[config.mk]
export PLATFORM = sky130hd
export DESIGN_NAME = mid_decoder
export DESIGN_NICKNAME = d
export VERILOG_FILES = /design/src/mid_pkg.sv /design/src/mid_dec_if.sv /design/src/mid_decoder.sv /design/src/mid_word_decode.sv
export VERILOG_INCLUDE_DIRS = /design/src
export SDC_FILE = /design/constraint.sdc
export NUM_CORES = 1
export LEC_CHECK = 0
export ABC_AREA = 1
export BUFFER_PORTS_ARGS = -buffer_cell sky130_fd_sc_hd__buf_2
export CAP_MARGIN = 20
export CORE_MARGIN = 4
export CORE_UTILIZATION = 50
export CTS_CLUSTER_DIAMETER = 40
export DETAILED_ROUTE_END_ITERATION = 16
export PLACE_DENSITY = 0.95
export SLEW_MARGIN = 40
export SYNTH_ARGS = -nofsm -noshare
export SYNTH_HDL_FRONTEND = slang
export SYNTH_SLANG_ARGS = --single-unit
[constraint.sdc]
create_clock -name clk -period 2.84 [get_ports clk]
set_input_delay 0.426 -clock clk [delete_from_list [all_inputs] [get_ports clk]]
set_output_delay 0.426 -clock clk [all_outputs]
set_load 0.005 [all_outputs]
[src/mid_params.svh]
`ifndef MID_PARAMS_SVH
`define MID_PARAMS_SVH

// ************************************************************
// Instruction word field positions
// ************************************************************
`define MID_CLASS_HI    13
`define MID_CLASS_LO    12
`define MID_OP_HI       11
`define MID_OP_LO       8
`define MID_DEST_BIT    7
`define MID_FILE_HI     6
`define MID_BIT_HI      9
`define MID_BIT_LO      7
`define MID_LIT_HI      7
`define MID_TGT_HI      10
`define MID_JUMP_SEL    11

// ************************************************************
// Instruction classes and fixed control words
// ************************************************************
`define MID_CLASS_BYTE  2'h0
`define MID_CLASS_BIT   2'h1
`define MID_CLASS_JUMP  2'h2
`define MID_CLASS_LIT   2'h3
`define MID_WORD_RET    14'h0008
`define MID_WORD_RETIE  14'h0009
`define MID_WORD_SLEEP  14'h0063
`define MID_WORD_WDT    14'h0064

// ************************************************************
// Addresses, operand constants and cycle counts
// ************************************************************
`define MID_TIMER_ADDR  7'h01
`define MID_DEC_HITS0   8'h01
`define MID_INC_HITS0   8'hff
`define MID_CYC_ONE     2'h1
`define MID_CYC_TWO     2'h2

`endif

[src/mid_pkg.sv]
package mid_pkg;

   // ALU function selected for the execute cycle
   typedef enum logic [4:0] {
      MID_ALU_NONE, MID_ALU_ADD, MID_ALU_SUB, MID_ALU_AND, MID_ALU_OR,
      MID_ALU_XOR, MID_ALU_INC, MID_ALU_DEC, MID_ALU_RL, MID_ALU_RR,
      MID_ALU_COM, MID_ALU_SWAP, MID_ALU_MOVE, MID_ALU_PASS_ACC,
      MID_ALU_LOAD_LIT, MID_ALU_CLEAR, MID_ALU_BIT_CLR, MID_ALU_BIT_SET
   } mid_alu_type;

   // Sequencer states, one-hot
   typedef enum logic [1:0] {
      MID_ST_RUN   = 2'b01,
      MID_ST_FLUSH = 2'b10
   } mid_state_type;

endpackage

[src/mid_dec_if.sv]
`timescale 1ns/1ps

// Decoded fields of one instruction word
interface mid_dec_if;
   import mid_pkg::*;
   logic [13:0]  word;
   mid_alu_type  alu_func;
   logic         src_literal;
   logic         dest_file;
   logic         dest_acc;
   logic         upd_zero;
   logic         upd_carry;
   logic         upd_dc;
   logic         skip_on_zero;
   logic         bit_test;
   logic         test_set;
   logic         jump_op;
   logic         call_op;
   logic         pop_pc;
   logic         int_enable;
   logic         sleep_op;
   logic         watchdog_kick;

   modport dec (input word, output alu_func, src_literal, dest_file, dest_acc, upd_zero,
                upd_carry, upd_dc, skip_on_zero, bit_test, test_set, jump_op, call_op,
                pop_pc, int_enable, sleep_op, watchdog_kick);
   modport use_side (output word, input alu_func, src_literal, dest_file, dest_acc,
                upd_zero, upd_carry, upd_dc, skip_on_zero, bit_test, test_set, jump_op,
                call_op, pop_pc, int_enable, sleep_op, watchdog_kick);
endinterface

[src/mid_decoder.sv]
//
// Operation
// RULE_01: File operand is the low 7-bit field, addresses 0x00 to 0x7F.
// RULE_02: Destination bit 0 writes accumulator, 1 writes the addressed file register.
// RULE_03: Don't-care bits are ignored; either value decodes the same.
// RULE_04: Top bits 00 mean byte op: 4-bit code, destination bit, address.
// RULE_05: Codes 0100, 0110, 0101 are OR, XOR, AND with file; zero only.
// RULE_06: Codes 1101, 1100 rotate left, right through carry; carry only.
// RULE_07: Codes 1011, 1111 decrement, increment; no flags; skip on zero.
// RULE_08: Top bits 01 are bit ops; 00bb clears, 01bb sets, no flags.
// RULE_09: 10bb, 11bb skip next if bit clear, set; one or two cycles.
// RULE_10: 100 calls, 101 jumps to an 11-bit target; two cycles.
// RULE_11: Literal 111x adds, 110x subtracts accumulator from literal; C, DC, Z.
// RULE_12: Literal 1000, 1001, 1010 are OR, AND, XOR; zero only.
// RULE_13: 00xx loads literal, one cycle; 01xx returns with literal, two cycles.
// RULE_14: Fixed words end 0x63 standby, 0x64 watchdog kick; both touch status.
// RULE_15: PC change or true test costs two cycles, second one a no-op.
// RULE_16: A port operand is read from pin levels, not the output latch.
// RULE_17: Writing the timer register clears the prescaler when assigned to it.
// RULE_18: Codes 0111, 0010 add, subtract accumulator with file; C, DC, Z.
// RULE_19: 0x08 returns, 0x09 returns and re-enables interrupts; two cycles.
//
`timescale 1ns/1ps
`include "mid_params.svh"

module mid_decoder (
   input  wire logic                  clk,
   input  wire logic                  sys_rst,
   input  wire logic [13:0]           instr_word,
   input  wire logic                  instr_valid,
   input  wire logic [7:0]            file_latch_data,
   input  wire logic [7:0]            file_pin_data,
   input  wire logic                  file_is_io,
   input  wire logic                  prescaler_on_timer,
   output mid_pkg::mid_alu_type       alu_func_reg,
   output logic                       src_literal_reg,
   output logic [7:0]                 operand_reg,
   output logic [7:0]                 literal_reg,
   output logic [6:0]                 file_addr_reg,
   output logic [2:0]                 bit_idx_reg,
   output logic                       dest_file_reg,
   output logic                       dest_acc_reg,
   output logic                       upd_zero_reg,
   output logic                       upd_carry_reg,
   output logic                       upd_dc_reg,
   output logic                       skip_reg,
   output logic                       nop_cycle_reg,
   output logic                       jump_reg,
   output logic                       push_reg,
   output logic                       pop_reg,
   output logic                       int_enable_reg,
   output logic [10:0]                target_reg,
   output logic [1:0]                 cycles_reg,
   output logic                       sleep_req_reg,
   output logic                       watchdog_kick_reg,
   output logic                       timeout_flag_wr_reg,
   output logic                       powerdown_flag_wr_reg,
   output logic                       powerdown_flag_val_reg,
   output logic                       prescaler_clr_reg
);
   import mid_pkg::*;

   // ************************************************************
   // Field decode
   // ************************************************************
   mid_dec_if     dif ();
   mid_state_type state_reg;
   mid_state_type state_next;

   assign dif.word = instr_word;

   mid_word_decode u_dec (
      .dec (dif.dec)
   );

   // Timer register hit; kept as a function, though only the prescaler clear term uses it
   function automatic logic hits_timer(input logic [6:0] addr);
      hits_timer = (addr == `MID_TIMER_ADDR);
   endfunction

   // ************************************************************
   // Execute-cycle terms
   // ************************************************************
   // The word that follows a taken skip or branch was already fetched; it is dropped
   wire       exec_now  = instr_valid && (state_reg == MID_ST_RUN);
   wire [6:0] f_addr    = instr_word[`MID_FILE_HI:0];                     // [RULE_01]
   wire [2:0] b_idx     = instr_word[`MID_BIT_HI:`MID_BIT_LO];
   wire [7:0] operand   = file_is_io ? file_pin_data : file_latch_data; // [RULE_16]
   wire       bit_val   = operand[b_idx];
   wire       zero_hit  = (dif.alu_func == MID_ALU_DEC) ? (operand == `MID_DEC_HITS0)
                                                         : (operand == `MID_INC_HITS0);
   wire       skip_take = (dif.skip_on_zero && zero_hit) ||           // [RULE_07]
                          (dif.bit_test && (bit_val == dif.test_set)); // [RULE_09]
   wire       pc_change = dif.jump_op || dif.pop_pc;                  // [RULE_10] [RULE_19]
   wire       two_cyc   = skip_take || pc_change;                     // [RULE_15]
   wire       tmr_clear = dif.dest_file && hits_timer(f_addr) && prescaler_on_timer;

   // Sequencer: a two-cycle instruction forces exactly one no-op cycle
   always_comb begin
      case (state_reg)
         MID_ST_RUN:   state_next = (exec_now && two_cyc) ? MID_ST_FLUSH : MID_ST_RUN;
         MID_ST_FLUSH: state_next = MID_ST_RUN;                      // [RULE_15]
         default:      state_next = MID_ST_RUN;
      endcase
   end

   // ************************************************************
   // Output registers
   // ************************************************************
   // Sequencer state
   always_ff @(posedge clk) begin
      if (sys_rst) begin
         state_reg <= MID_ST_RUN;
      end else begin
         state_reg <= state_next;
      end
   end

   // Operands and addresses; harmless to load on idle cycles
   always_ff @(posedge clk) begin
      if (sys_rst) begin
         operand_reg   <= 8'h00;
         literal_reg   <= 8'h00;
         file_addr_reg <= 7'h00;
         bit_idx_reg   <= 3'h0;
         target_reg    <= 11'h000;
      end else begin
         operand_reg   <= operand;                                      // [RULE_16]
         literal_reg   <= instr_word[`MID_LIT_HI:0];
         file_addr_reg <= f_addr;                                       // [RULE_01]
         bit_idx_reg   <= b_idx;                                        // [RULE_08]
         target_reg    <= instr_word[`MID_TGT_HI:0];                    // [RULE_10]
      end
   end

   // Control strobes; all idle outside an execute cycle, so the no-op cycle is clean
   always_ff @(posedge clk) begin
      if (sys_rst) begin
         alu_func_reg      <= MID_ALU_NONE;
         src_literal_reg   <= 1'b0;
         dest_file_reg     <= 1'b0;
         dest_acc_reg      <= 1'b0;
         upd_zero_reg      <= 1'b0;
         upd_carry_reg     <= 1'b0;
         upd_dc_reg        <= 1'b0;
         skip_reg          <= 1'b0;
         jump_reg          <= 1'b0;
         push_reg          <= 1'b0;
         pop_reg           <= 1'b0;
         int_enable_reg    <= 1'b0;
         sleep_req_reg     <= 1'b0;
         watchdog_kick_reg <= 1'b0;
         prescaler_clr_reg <= 1'b0;
      end else begin
         alu_func_reg      <= exec_now ? dif.alu_func : MID_ALU_NONE;
         src_literal_reg   <= exec_now && dif.src_literal;
         dest_file_reg     <= exec_now && dif.dest_file;                // [RULE_02]
         dest_acc_reg      <= exec_now && dif.dest_acc;                 // [RULE_02]
         upd_zero_reg      <= exec_now && dif.upd_zero;                 // [RULE_05] [RULE_12]
         upd_carry_reg     <= exec_now && dif.upd_carry;                // [RULE_06] [RULE_11]
         upd_dc_reg        <= exec_now && dif.upd_dc;                   // [RULE_11] [RULE_18]
         skip_reg          <= exec_now && skip_take;                    // [RULE_07] [RULE_09]
         jump_reg          <= exec_now && dif.jump_op;                  // [RULE_10]
         push_reg          <= exec_now && dif.call_op;
         pop_reg           <= exec_now && dif.pop_pc;                   // [RULE_13] [RULE_19]
         int_enable_reg    <= exec_now && dif.int_enable;               // [RULE_19]
         sleep_req_reg     <= exec_now && dif.sleep_op;                 // [RULE_14]
         watchdog_kick_reg <= exec_now && dif.watchdog_kick;            // [RULE_14]
         prescaler_clr_reg <= exec_now && tmr_clear;                    // [RULE_17]
      end
   end

   // Status side effects and cycle accounting
   always_ff @(posedge clk) begin
      if (sys_rst) begin
         timeout_flag_wr_reg    <= 1'b0;
         powerdown_flag_wr_reg  <= 1'b0;
         powerdown_flag_val_reg <= 1'b0;
         nop_cycle_reg          <= 1'b0;
         cycles_reg             <= `MID_CYC_ONE;
      end else begin
         // Both words set the time-out flag; standby clears power-down, kick sets it
         timeout_flag_wr_reg    <= exec_now && (dif.sleep_op || dif.watchdog_kick);
         powerdown_flag_wr_reg  <= exec_now && (dif.sleep_op || dif.watchdog_kick);
         powerdown_flag_val_reg <= dif.watchdog_kick;                   // [RULE_14]
         nop_cycle_reg          <= (state_reg == MID_ST_FLUSH);         // [RULE_15]
         cycles_reg             <= two_cyc ? `MID_CYC_TWO : `MID_CYC_ONE;
      end
   end
endmodule

[src/mid_word_decode.sv]
`timescale 1ns/1ps
`include "mid_params.svh"

module mid_word_decode (
   mid_dec_if.dec dec
);
   import mid_pkg::*;

   // Byte opcode to ALU function; shared by both destination cases
   function automatic mid_alu_type byte_func(input logic [3:0] op);
      case (op)
         4'h1: byte_func = MID_ALU_CLEAR;
         4'h2: byte_func = MID_ALU_SUB;
         4'h3: byte_func = MID_ALU_DEC;
         4'h4: byte_func = MID_ALU_OR;
         4'h5: byte_func = MID_ALU_AND;
         4'h6: byte_func = MID_ALU_XOR;
         4'h7: byte_func = MID_ALU_ADD;
         4'h8: byte_func = MID_ALU_MOVE;
         4'h9: byte_func = MID_ALU_COM;
         4'ha: byte_func = MID_ALU_INC;
         4'hb: byte_func = MID_ALU_DEC;
         4'hc: byte_func = MID_ALU_RR;
         4'hd: byte_func = MID_ALU_RL;
         4'he: byte_func = MID_ALU_SWAP;
         4'hf: byte_func = MID_ALU_INC;
         default: byte_func = MID_ALU_NONE;
      endcase
   endfunction

   // ************************************************************
   // Field split
   // ************************************************************
   wire [1:0] cls      = dec.word[`MID_CLASS_HI:`MID_CLASS_LO];
   wire [3:0] op4      = dec.word[`MID_OP_HI:`MID_OP_LO];
   wire       dbit     = dec.word[`MID_DEST_BIT];
   wire       is_byte  = (cls == `MID_CLASS_BYTE);
   wire       is_bit   = (cls == `MID_CLASS_BIT);
   wire       is_jmp   = (cls == `MID_CLASS_JUMP);
   wire       is_lit   = (cls == `MID_CLASS_LIT);
   wire       byte_ctl = is_byte && (op4 == 4'h0);
   wire       is_store = byte_ctl && dbit;
   // Fixed words compare the whole word, so no don't-care bit is involved
   wire       w_ret    = (dec.word == `MID_WORD_RET);
   wire       w_retie  = (dec.word == `MID_WORD_RETIE);
   wire       w_sleep  = (dec.word == `MID_WORD_SLEEP);
   wire       w_wdt    = (dec.word == `MID_WORD_WDT);

   // Literal group: x bits never reach the compare; the x-bit forms use only op4[3:1] or [3:2]
   wire lit_load = is_lit && (op4[3:2] == 2'h0);                  // [RULE_03] [RULE_13]
   wire lit_ret  = is_lit && (op4[3:2] == 2'h1);                  // [RULE_13]
   wire lit_or   = is_lit && (op4 == 4'h8);                       // [RULE_12]
   wire lit_and  = is_lit && (op4 == 4'h9);                       // [RULE_12]
   wire lit_xor  = is_lit && (op4 == 4'ha);                       // [RULE_12]
   wire lit_sub  = is_lit && (op4[3:1] == 3'h6);                  // [RULE_03] [RULE_11]
   wire lit_add  = is_lit && (op4[3:1] == 3'h7);                  // [RULE_11]
   wire bit_wr   = is_bit && !op4[3];                             // [RULE_08]
   wire byte_op  = is_byte && !byte_ctl;                          // [RULE_04]
   wire arith    = (byte_op && ((op4 == 4'h7) || (op4 == 4'h2))) || lit_add || lit_sub;

   // ************************************************************
   // ALU function and destination
   // ************************************************************
   assign dec.alu_func =
      byte_op  ? byte_func(op4) :                                 // [RULE_05] [RULE_06] [RULE_18]
      is_store ? MID_ALU_PASS_ACC :
      bit_wr   ? (op4[2] ? MID_ALU_BIT_SET : MID_ALU_BIT_CLR) :  // [RULE_08]
      (lit_load || lit_ret) ? MID_ALU_LOAD_LIT :
      lit_or   ? MID_ALU_OR  :
      lit_and  ? MID_ALU_AND :
      lit_xor  ? MID_ALU_XOR :
      lit_sub  ? MID_ALU_SUB :                                    // Literal minus accumulator
      lit_add  ? MID_ALU_ADD : MID_ALU_NONE;
   assign dec.src_literal = is_lit;
   // Clear with d=0 clears the accumulator, d=1 the file
   assign dec.dest_file   = (byte_op && dbit) || is_store || bit_wr;    // [RULE_02]
   assign dec.dest_acc    = (byte_op && !dbit) || (is_lit && (dec.alu_func != MID_ALU_NONE));
   assign dec.upd_carry   = arith || (byte_op && (op4[3:1] == 3'h6)); // [RULE_06]
   assign dec.upd_dc      = arith;
   assign dec.upd_zero    = arith || lit_or || lit_and || lit_xor ||
                            (byte_op && (op4 != 4'hb) && (op4 != 4'hf) && (op4[3:1] != 3'h6)
                             && (op4 != 4'he));                        // [RULE_05] [RULE_12]
   assign dec.skip_on_zero = byte_op && (op4[1:0] == 2'h3) && op4[3]; // [RULE_07]
   assign dec.bit_test     = is_bit && op4[3];                         // [RULE_09]
   assign dec.test_set     = op4[2];
   assign dec.jump_op      = is_jmp;                                   // [RULE_10]
   assign dec.call_op      = is_jmp && !dec.word[`MID_JUMP_SEL];
   assign dec.pop_pc       = w_ret || w_retie || lit_ret;              // [RULE_19] [RULE_13]
   assign dec.int_enable   = w_retie;
   assign dec.sleep_op     = w_sleep;                                  // [RULE_14]
   assign dec.watchdog_kick = w_wdt;

endmodule

# Word-level counts from Yosys, hierarchy flattened
# Memory sizes are Yosys's and may differ from the RTL's.
# Cells that the tools add are included.
classes:
  n_addsub: 0
  mul: 0
  div: 0
  order_cmp: 1
  eq_ne: 27
  n_shift: 0
  n_mux: 16
  bitwise: 2
  n_reduce_logical: 72
ops:
  columns: ["cell", "n"]
  rows:
  - ["logical AND 1 bit", 45]
  - ["two-way mux 5 bit", 8]
  - ["== test 14 x 4 -> 1 bit, second input constant", 2]
  - ["== test 14 x 7 -> 1 bit, second input constant", 2]
  - ["logical OR 1 bit", 18]
  - ["== test 4 bit, second input constant", 3]
  - ["!= test 4 bit, second input constant", 3]
  - ["== test 2 bit, second input constant", 4]
  - ["== test 8 x 1 -> 1 bit, second input constant", 1]
  - ["== test 8 bit, second input constant", 1]
  - ["two-way mux 8 bit", 1]
  - ["== test 7 x 1 -> 1 bit, second input constant", 1]
  - ["== test 2 x 1 -> 1 bit, second input constant", 3]
  - ["== test 3 bit, second input constant", 2]
  - ["== test 5 x 3 -> 1 bit, second input constant", 1]
  - ["nonzero test 5 bit", 1]
  - ["== test 4 x 2 -> 1 bit, second input constant", 1]
  - ["== test 4 x 3 -> 1 bit, second input constant", 1]
  - ["zero test 2 bit", 2]
  - ["zero test 4 bit", 1]
  - ["less-than comparator 3 x 4 -> 1 bit, second input constant", 1]
  - ["two-way mux 1 bit", 4]
  - ["two-way mux 2 bit", 2]
  - ["OR reduction 2 bit", 2]
  - ["5 further kinds", 8]
totals:
  regBits: 63
  latchBits: 0
  ram_bits: 0
  mem_bits_ro: 64
  in_bits: 35
  elab_cells: 144
  memories: 1
mem_list:
  columns: ["memory", "depth", "width", "read_ports", "rd_ports_with_merged_regs", "write_ports", "line_no", "rtl"]
  rows:
  - ["(no name shown)", 16, 4, 1, 0, 0, "mid_word_decode.sv:11", "case (op)"]

# Logic depth before layout (Yosys ltp)
# Gate-level depths: netlist (run 1).
depth:
  depth_word: 18
  mapped_depth: 17

# Hierarchy
# A second synthesis (run 1) with hierarchy kept.
hier_totals:
  hier_cells: 318
  area_unflattened_um2: 2184.6
by_module_without_submodules:
  columns: ["module", "n_inst", "cells_per_inst", "area_each_um2"]
  rows:
  - ["mid_decoder", 1, 211, 1691.6]
  - ["mid_word_decode", 1, 107, 493.0]

# Worst setup path after synthesis (run 1)
# No wires, ideal clock.
synth_timing:
  path_kind: "in2reg"
  from: "input port instr_word[9]"
  to: "register state_reg[1]"
  arrival_ns: 1.528
  required_time_ns: 2.732
  setup_slack_ns: 1.204
  cell_stages: 15
  path_cell_list: "buf_6 nor2_4 nand2_2 nand2_4 inv_2 nand2_2 nand2_2 nor2_2 nand4_1 nand2_1 inv_2 nand2_2 nand3_2 nand2_2 inv_2"
synth_via:
  elab_chain_cells: 18
  word_cells_on_any_way: 44
  cone_classes: "eq/ne (10); mux (13); reduce/logical (20); memory (1)"
synth_rtl:
  columns: ["element", "line_no", "rtl"]
  rows:
  - ["start, declared", "mid_decoder.sv:29", "input wire logic [13:0] instr_word,"]
  - ["== test 3 bit", "mid_word_decode.sv:56", "wire lit_add = is_lit && (op4[3:1] == 3'h7);"]
  - ["logical AND 1 bit", "mid_word_decode.sv:56", null]
  - ["two-way mux 1 bit", "mid_word_decode.sv:73", "lit_add ? MID_ALU_ADD : MID_ALU_NONE;"]
  - ["two-way mux 5 bit", "mid_word_decode.sv:72", "lit_sub ? MID_ALU_SUB :"]
  - ["two-way mux 5 bit", "mid_word_decode.sv:71", "lit_xor ? MID_ALU_XOR :"]
  - ["two-way mux 5 bit", "mid_word_decode.sv:70", "lit_and ? MID_ALU_AND :"]
  - ["two-way mux 5 bit", "mid_word_decode.sv:69", "lit_or ? MID_ALU_OR :"]
  - ["two-way mux 5 bit", "mid_word_decode.sv:68", "(lit_load || lit_ret) ? MID_ALU_LOAD_LIT :"]
  - ["[... 2 more ...]", null, null]
  - ["two-way mux 5 bit", "mid_word_decode.sv:65", "byte_op ? byte_func(op4) :"]
  - ["== test 5 x 3 -> 1 bit", "mid_decoder.sv:90", "wire zero_hit = (dif.alu_func == MID_ALU_DEC) ? (operand == `MID_DEC_HITS0)"]
  - ["two-way mux 1 bit", "mid_decoder.sv:90", null]
  - ["logical AND 1 bit", "mid_decoder.sv:92", "wire skip_take = (dif.skip_on_zero && zero_hit) ||"]
  - ["logical OR 1 bit", "mid_decoder.sv:92", null]
  - ["logical OR 1 bit (*)", "mid_decoder.sv:95", "wire two_cyc = skip_take || pc_change;"]
  - ["logical AND 1 bit (*)", "mid_decoder.sv:101", "MID_ST_RUN: state_next = (exec_now && two_cyc) ? MID_ST_FLUSH : MID_ST_RUN;"]
  - ["two-way mux 2 bit (*)", "mid_decoder.sv:101", null]
  - ["end signal, assigned", "mid_decoder.sv:115", "state_reg <= state_next;"]
  - ["end, declared", "mid_decoder.sv:67", "mid_state_type state_reg;"]
# Every way passes the cells marked *; elsewhere a longest branch is shown, timed or not. The select of a mux whose other input is x is not followed.
# A chain may end at the register's enable or synchronous reset.

==> impl_metrics.py, run 1 <==
metrics = {
    "sta": {
        "period_minus_slack_ns": 1.773,
        "hold_viol": 0,
        "setup_ws_ns": 1.067,
        "setup_violations": 0,
        "tns_ns": 0,
        "maxSlewHeadroom": 0.5636,
        "worst_pin_slew_ns": 0.6526,
        "slew_violations": 0,
        "skew_ns": 0.004345,
        "rsz0062_at_grt": "false",
        "fin_crit_sh": 0.6243,
        "fmax_mhz": 564.0,
    },
    "clock_network": {
        "postCtsSetupRepairBufs": 0,
        "path_clk_slew_ns": 0.09,
        "clock_sinks": 45,
        "cts_max_path_buffers": 2,
        "cts_buffers": 5,
        "h-tree-depth": 2,
        "ctsRootBufferMaster": "clkbuf_8",
        "tritoncts": "done",
        "cts_resized": 0,
        "cts_hold_buffers": 0,
        "clkLatencyLatePin_ns": 0.30,
    },
    "pwr": {
        "internal_power_w": 0.0009127,
        "seq_power_share": 0.521,
        "comb_power_share": 0.164,
        "power.density_nw_per_um2": 502.7,
        "p_total_w": 0.001275,
        "power.leakage_nw": 1.400,
        "peakVddDrop_mv": 0.2155,
        "p_sw_w": 0.0003627,
        "switching_share": 0.2844,
        "clkPwrFrac": 0.315,
    },
    "synthesis": {
        "synth_top_family_by_area": "simple AND/OR/NAND/NOR gates",
        "synth_fa_ha_area_frac": 0,
        "synth_area_leaders": "dfxtp_1 43%, nand2_1 9.2%, nor2_1 8.3%",
        "synth_xor_area_frac": 0,
        "yosys.area_share.simple": 0.3433,
        "synth_nets": 323,
        "synth_compound_area_frac": 0.05992,
        "synthMuxAreaShare": 0,
        "syn-instance-count": 288,
        "yosys.area.top_type": "dfxtp_1",
        "yosys_warnings": 0,
        "seq_area_frac_synth": 0.4314,
        "synth_cell_types": 29,
        "synth_top_area_frac": 0.4314,
        "avgSynthCellArea_um2": 7.251,
        "synthesis.area_um2": 2088,
        "ys_seq_elements": 45,
    },
    "die": {
        "fp-row-count": 23,
        "ioPinCount": 97,
        "fp.dieArea_um2": 5274,
        "start_util": 0.5183,
        "die_x_um": 72.63,
        "coreArea_um2": 4029,
        "die_y_um": 72.63,
    },
    "drt": {
        "routedWlPerCell_um": 13.17,
        "dr.pass1.iters": 4,
        "vias_per_cell": 5.079,
        "ant_nets": 0,
        "wirelength_um": 5492,
        "drt_first_iter_violations": 121,
        "vias": 2118,
        "post-route-drc-count": 0,
    },
    "global_routing": {
        "antenna_found_initial": 0,
        "grt_first_pass_wirelength_um": 8907,
        "grt_overflow": 0,
        "track_usage": 0.2129,
        "grt_max_degree": 23,
        "first_global_vias": 2045,
    },
    "setup_path": {
        "critPathCaptureType": "register",
        "arrival_ns": 2.03,
        "r2r-end": "powerdown_flag_wr_reg",
        "crit_path_start_kind": "input port",
        "required_ns": 3.09,
        "worstSetupPathType": "in -> reg",
        "r2r_slack_ns": 1.21,
        "critPathMaxFanout": 22,
        "regToRegStartpoint": "state_reg[1]",
        "ff2ff_path_depth": 4,
    },
    "placed_design": {
        "pre_cts_ws_ns": 0.7741,
        "io_buffers": 96,
        "dp_hpwl_um": 4517,
        "place_congestion": 1.029,
    },
    "min_path": {
        "worstHoldPathType": "in -> reg",
        "min_path_cells": 3,
        "min_to": "literal_reg[5]",
        "hold_start": "instr_word[5]",
    },
    "cells_and_area": {
        "largest_reg_flops": 8,
        "antenna_cells": 0,
        "drive_gt1_frac": 0.3569,
        "final_net_count": 401,
        "area_growth_pct": 21.51,
        "layout_common_cells": "96 x buf_2, 51 x nand2_1, 46 x nor2_1",
        "final_common_cell": "buf_2",
    },
    "run": {
        "drv_cap": 0,
    },
    "status": {
        "status": "complete, no violations",
    },
}
==> routing by layer <==
| metal | vias up | GRT usage | wire (um) |
|---|---|---|---|
| li1 | 1037 | - | - |
| met1 | 946 | 0.2293 | 1999 |
| met2 | 114 | 0.3858 | 2796 |
| met3 | 21 | 0.04270 | 516 |
| met4 | 0 | 0.1168 | 180 |
| met5 | - | 0 | 0 |
==> cell usage after synthesis, drive strengths merged <==
master	instances
clkinv	2
nand3	19
a211oi	1
o22ai	1
inv	40
dfxtp	45
nand4	8
nor3	5
o21ai	14
nand3b	1
a21oi	4
clkbuf	3
nor2	50
or2	8
buf	22
o211ai	1
nor4	4
nand2	59
a32o	1
==> cell families (layout without fill, tap and decap cells) <==
kind of cell | Yosys count | after routing
and+or+nand+nor | 154 | 154
DFF | 45 | 45
buffers and inverters | 67 | 146
AOI/OAI and AO/OA | 22 | 22
==> layout make-up <==
type | instances | area (um2)
Multi-Input combinational cell | 176 | 842.1
Clock inverter | 3 | 25.02
Sequential cell | 45 | 900.9
Clock buffer | 5 | 68.82
Fill cell | 349 | 1491
Tap cell | 50 | 62.56
Inverter | 42 | 157.7
Timing Repair Buffer | 96 | 480.5
==> how the worst max path moves through the flow <==
stage / start / end / slack, ns / cells past startpoint
after floorplan: instr_word[9] / state_reg[1] / 1.20 / 15
after global routing: sys_rst / powerdown_flag_wr_reg / 0.88 / 5
after CTS: sys_rst / powerdown_flag_wr_reg / 1.08 / 5
after detailed placement: sys_rst / powerdown_flag_wr_reg / 0.77 / 5
after global placement: sys_rst / powerdown_flag_wr_reg / 0.80 / 5
final: sys_rst / powerdown_flag_wr_reg / 1.07 / 5
==> worst max-delay path, stage by stage <==
cell,delay [ns]
buf_2,0.22
inv_1,0.13
nand4_1,0.53
nor4_1,0.54
or2_2,0.17
==> power by group through the flow <==
stage / sequential, W / clock (W) / combinational [W]
6_report: 0.000664 / 0.000402 / 0.000210
5_1_grt: 0.000667 / 0.000435 / 0.000236
4_1_cts: 0.000665 / 0.000406 / 0.000209
3_5_place_dp: 0.000679 / 0 / 0.000208
3_3_place_gp: 0.000679 / 0 / 0.000203
2_1_floorplan: 0.000683 / 0 / 0.000133
==> metrics by stage <==
stage / hold WS [ns] / std cells / utilization / area [um2]
after floorplan: 0.3985 / 288 / - / 2088
after global placement: 0.4094 / 409 / 0.6065 / 2444
after detailed placement: 0.4135 / 409 / 0.6065 / 2444
after CTS: 0.3570 / 417 / 0.6298 / 2537
after global routing: 0.3612 / 417 / 0.6298 / 2537
final: 0.3579 / 417 / 0.6298 / 2537
No activity file was read; power rests on OpenSTA's default activity.
==> run 2: changes to the inputs <==
--- a/config.mk
+++ b/config.mk
@@ -6,14 +6,14 @@
 export SDC_FILE = /design/constraint.sdc
 export NUM_CORES = 1
 export LEC_CHECK = 0
-export ABC_AREA = 1
+export ABC_AREA = 0
 export BUFFER_PORTS_ARGS = -buffer_cell sky130_fd_sc_hd__buf_2
 export CAP_MARGIN = 20
 export CORE_MARGIN = 4
-export CORE_UTILIZATION = 50
+export CORE_UTILIZATION = 47
 export CTS_CLUSTER_DIAMETER = 40
 export DETAILED_ROUTE_END_ITERATION = 16
-export PLACE_DENSITY = 0.95
+export PLACE_DENSITY = 0.91
 export SLEW_MARGIN = 40
 export SYNTH_ARGS = -nofsm -noshare
 export SYNTH_HDL_FRONTEND = slang
==> constraint.sdc (replaced) <==
create_clock -name clk -period 1.8 [get_ports clk]
set_input_delay 0.27 -clock clk [delete_from_list [all_inputs] [get_ports clk]]
set_output_delay 0.27 -clock clk [all_outputs]
set_load 0.005 [all_outputs]
==> impl_metrics.py, run 2 <==
metrics = {
    "sta": {
        "rsz0062_at_grt": "true",
        "fmax_mhz": 487.0,
        "slew_violations": 0,
        "setup_violations": 5,
        "tns_ns": -1.212,
        "worst_pin_slew_ns": 0.3762,
        "skew_ns": 0.005959,
        "setup_ws_ns": -0.2534,
        "period_minus_slack_ns": 2.053,
        "fin_crit_sh": 1.141,
        "maxSlewHeadroom": 0.7492,
        "hold_viol": 0,
    },
    "synthesis": {
        "synth_edf_count": 0,
        "ys.flop_type": "dfxtp_1",
        "yosys.area.top_type": "dfxtp_1",
        "ys_seq_elements": 45,
        "yosys_warnings": 0,
        "async_flop_share": 0,
        "seq_area_frac_synth": 0.4133,
        "synth_common_cells": "45 x dfxtp_1, 28 x nor2_1, 20 x buf_4, 13 x a21oi_1, 13 x nor2b_1",
        "synth_cell_types": 56,
        "synth_nets": 283,
        "synthesis.area_um2": 2180,
        "syn-instance-count": 248,
        "synth_area_leaders": "dfxtp_1 41%, buf_4 6.9%, nor2_1 4.8%",
        "avgSynthCellArea_um2": 8.789,
        "synth_top_area_frac": 0.4133,
        "yosysMostFrequentCell": "dfxtp_1",
    },
    "cells_and_area": {
        "final_net_count": 407,
        "final_util": 0.6947,
        "layout_common_cells": "94 x buf_2, 58 x buf_4, 45 x dfxtp_1",
        "regArea_um2": 900.9,
        "multi_input_area_um2": 1056,
        "largest_reg_flops": 8,
        "antenna_cells": 0,
        "area_growth_pct": 40.70,
        "final_common_cell": "buf_2",
        "fill_cells": 330,
        "drive_gt1_frac": 0.4879,
        "final_area_um2": 3067,
    },
    "die": {
        "fp-row-count": 24,
        "die_x_um": 76.10,
        "ioPinCount": 97,
        "start_util": 0.4938,
        "die_y_um": 76.10,
        "coreArea_um2": 4414,
        "fp.dieArea_um2": 5791,
    },
    "setup_path": {
        "required_ns": 1.98,
        "worstSetupPathType": "in -> reg",
        "critPathMaxFanout": 4,
        "critPathCaptureType": "register",
        "crit_path_start_kind": "input port",
        "arrival_ns": 2.23,
    },
    "pwr": {
        "peakVddDrop_mv": 0.3874,
        "power.leakage_nw": 1.489,
        "power.density_nw_per_um2": 738.3,
    },
    "global_routing": {
        "grt_max_degree": 24,
        "grt_first_pass_wirelength_um": 10320,
        "first_global_vias": 2252,
        "track_usage": 0.2135,
        "grt_overflow": 0,
        "antenna_found_initial": 0,
    },
    "clock_network": {
        "cts_buffers": 5,
        "ctsRootBufferMaster": "clkbuf_8",
        "h-tree-depth": 2,
        "clkLatencyLatePin_ns": 0.29,
        "path_clk_slew_ns": 0.08,
        "cts_hold_buffers": 0,
        "cts_max_path_buffers": 2,
        "tritoncts": "done",
        "clock_sinks": 45,
    },
    "placed_design": {
        "place_congestion": 0.9625,
        "dpl_cell_area_um2": 2893,
        "io_buffers": 96,
        "dp_hpwl_um": 4829,
    },
    "drt": {
        "vias": 2317,
        "vias_per_cell": 5.452,
        "drt_first_iter_violations": 154,
        "ant_nets": 0,
        "wirelength_um": 6479,
        "post-route-drc-count": 0,
        "routedWlPerCell_um": 15.24,
        "dr.pass1.iters": 4,
    },
    "status": {
        "status": "finished with violations",
        "violations": "negative setup slack",
    },
    "min_path": {
        "worstHoldPathType": "in -> reg",
    },
    "run": {
        "drv_cap": 0,
    },
}
run 2: layout make-up:
type / instances / area share
Multi-Input combinational cell: 164 / 0.3443
Timing Repair Buffer: 153 / 0.2991
Sequential cell: 45 / 0.2938
Clock buffer: 7 / 0.02815
Tap cell: 52 / 0.02122
Clock inverter: 1 / 0.009792
Inverter: 3 / 0.003672
run 2: critical path, cell delays in order:
cell	delay (ns)
buf_6	0.09
or2_4	0.25
or4_4	0.49
a311o_1	0.29
or4b_4	0.56
a21oi_4	0.19
a21oi_1	0.09
run 2: cell families (layout without fill, tap and decap cells):
logic type      after synthesis  count (layout)  share of synthesized area
compound gates               45              45                     0.1435
mux                           8               8                    0.03789
xor+xnor                      2               2                   0.008038
flops                        45              45                     0.4133
simple gates                109             109                     0.2796
buf+inv                      39             164                     0.1177
run 2: worst paths after layout:
| check | slack [ns] | startpoint | end | cells after the start |
|---|---|---|---|---|
| worst min-delay path | 0.21 | prescaler_on_timer | prescaler_clr_reg | 2 |
| worst max register to register | 0.49 | state_reg[1] | prescaler_clr_reg | 4 |
| worst min register to register | 0.43 | state_reg[0] | nop_cycle_reg | 1 |
| worst max-delay path | -0.25 | instr_word[12] | state_reg[1] | 7 |
run 2: routing by layer:
layer	vias to the layer above	GRT usage	share of wire
li1	1099	-	-
met1	1086	0.2315	0.38
met2	121	0.3904	0.51
met3	11	0.06501	0.098
met4	0	0.06993	0.018
met5	-	0	0
run 2: repair_timing:
| action | in CTS | in global routing |
|---|---|---|
| setup buffers | 2 | 0 |
| endpoints found under the setup margin | 5 | 5 |
| pin swaps | 5 | 2 |
| resized for setup | 7 | 4 |
| gates cloned | 0 | 0 |
run 2: where the power goes:
part / internal, W / switching (W)
clock: 0.000453 / 0.000321
sequential: 0.00103 / 0.0000128
combinational: 0.000224 / 0.000219
run 2: per-stage QoR:
stage          hold slack [ns]  setup slack, ns  instances  power [W]
2_1_floorplan           0.3416          -0.5073        248   0.001292
3_3_place_gp            0.4147          -0.5572        415   0.001476
3_5_place_dp            0.4335          -0.6128        415   0.001489
4_1_cts                 0.2085          -0.2344        425   0.002270
5_1_grt                 0.2141          -0.2531        425   0.002370
6_report                0.2103          -0.2534        425   0.002264
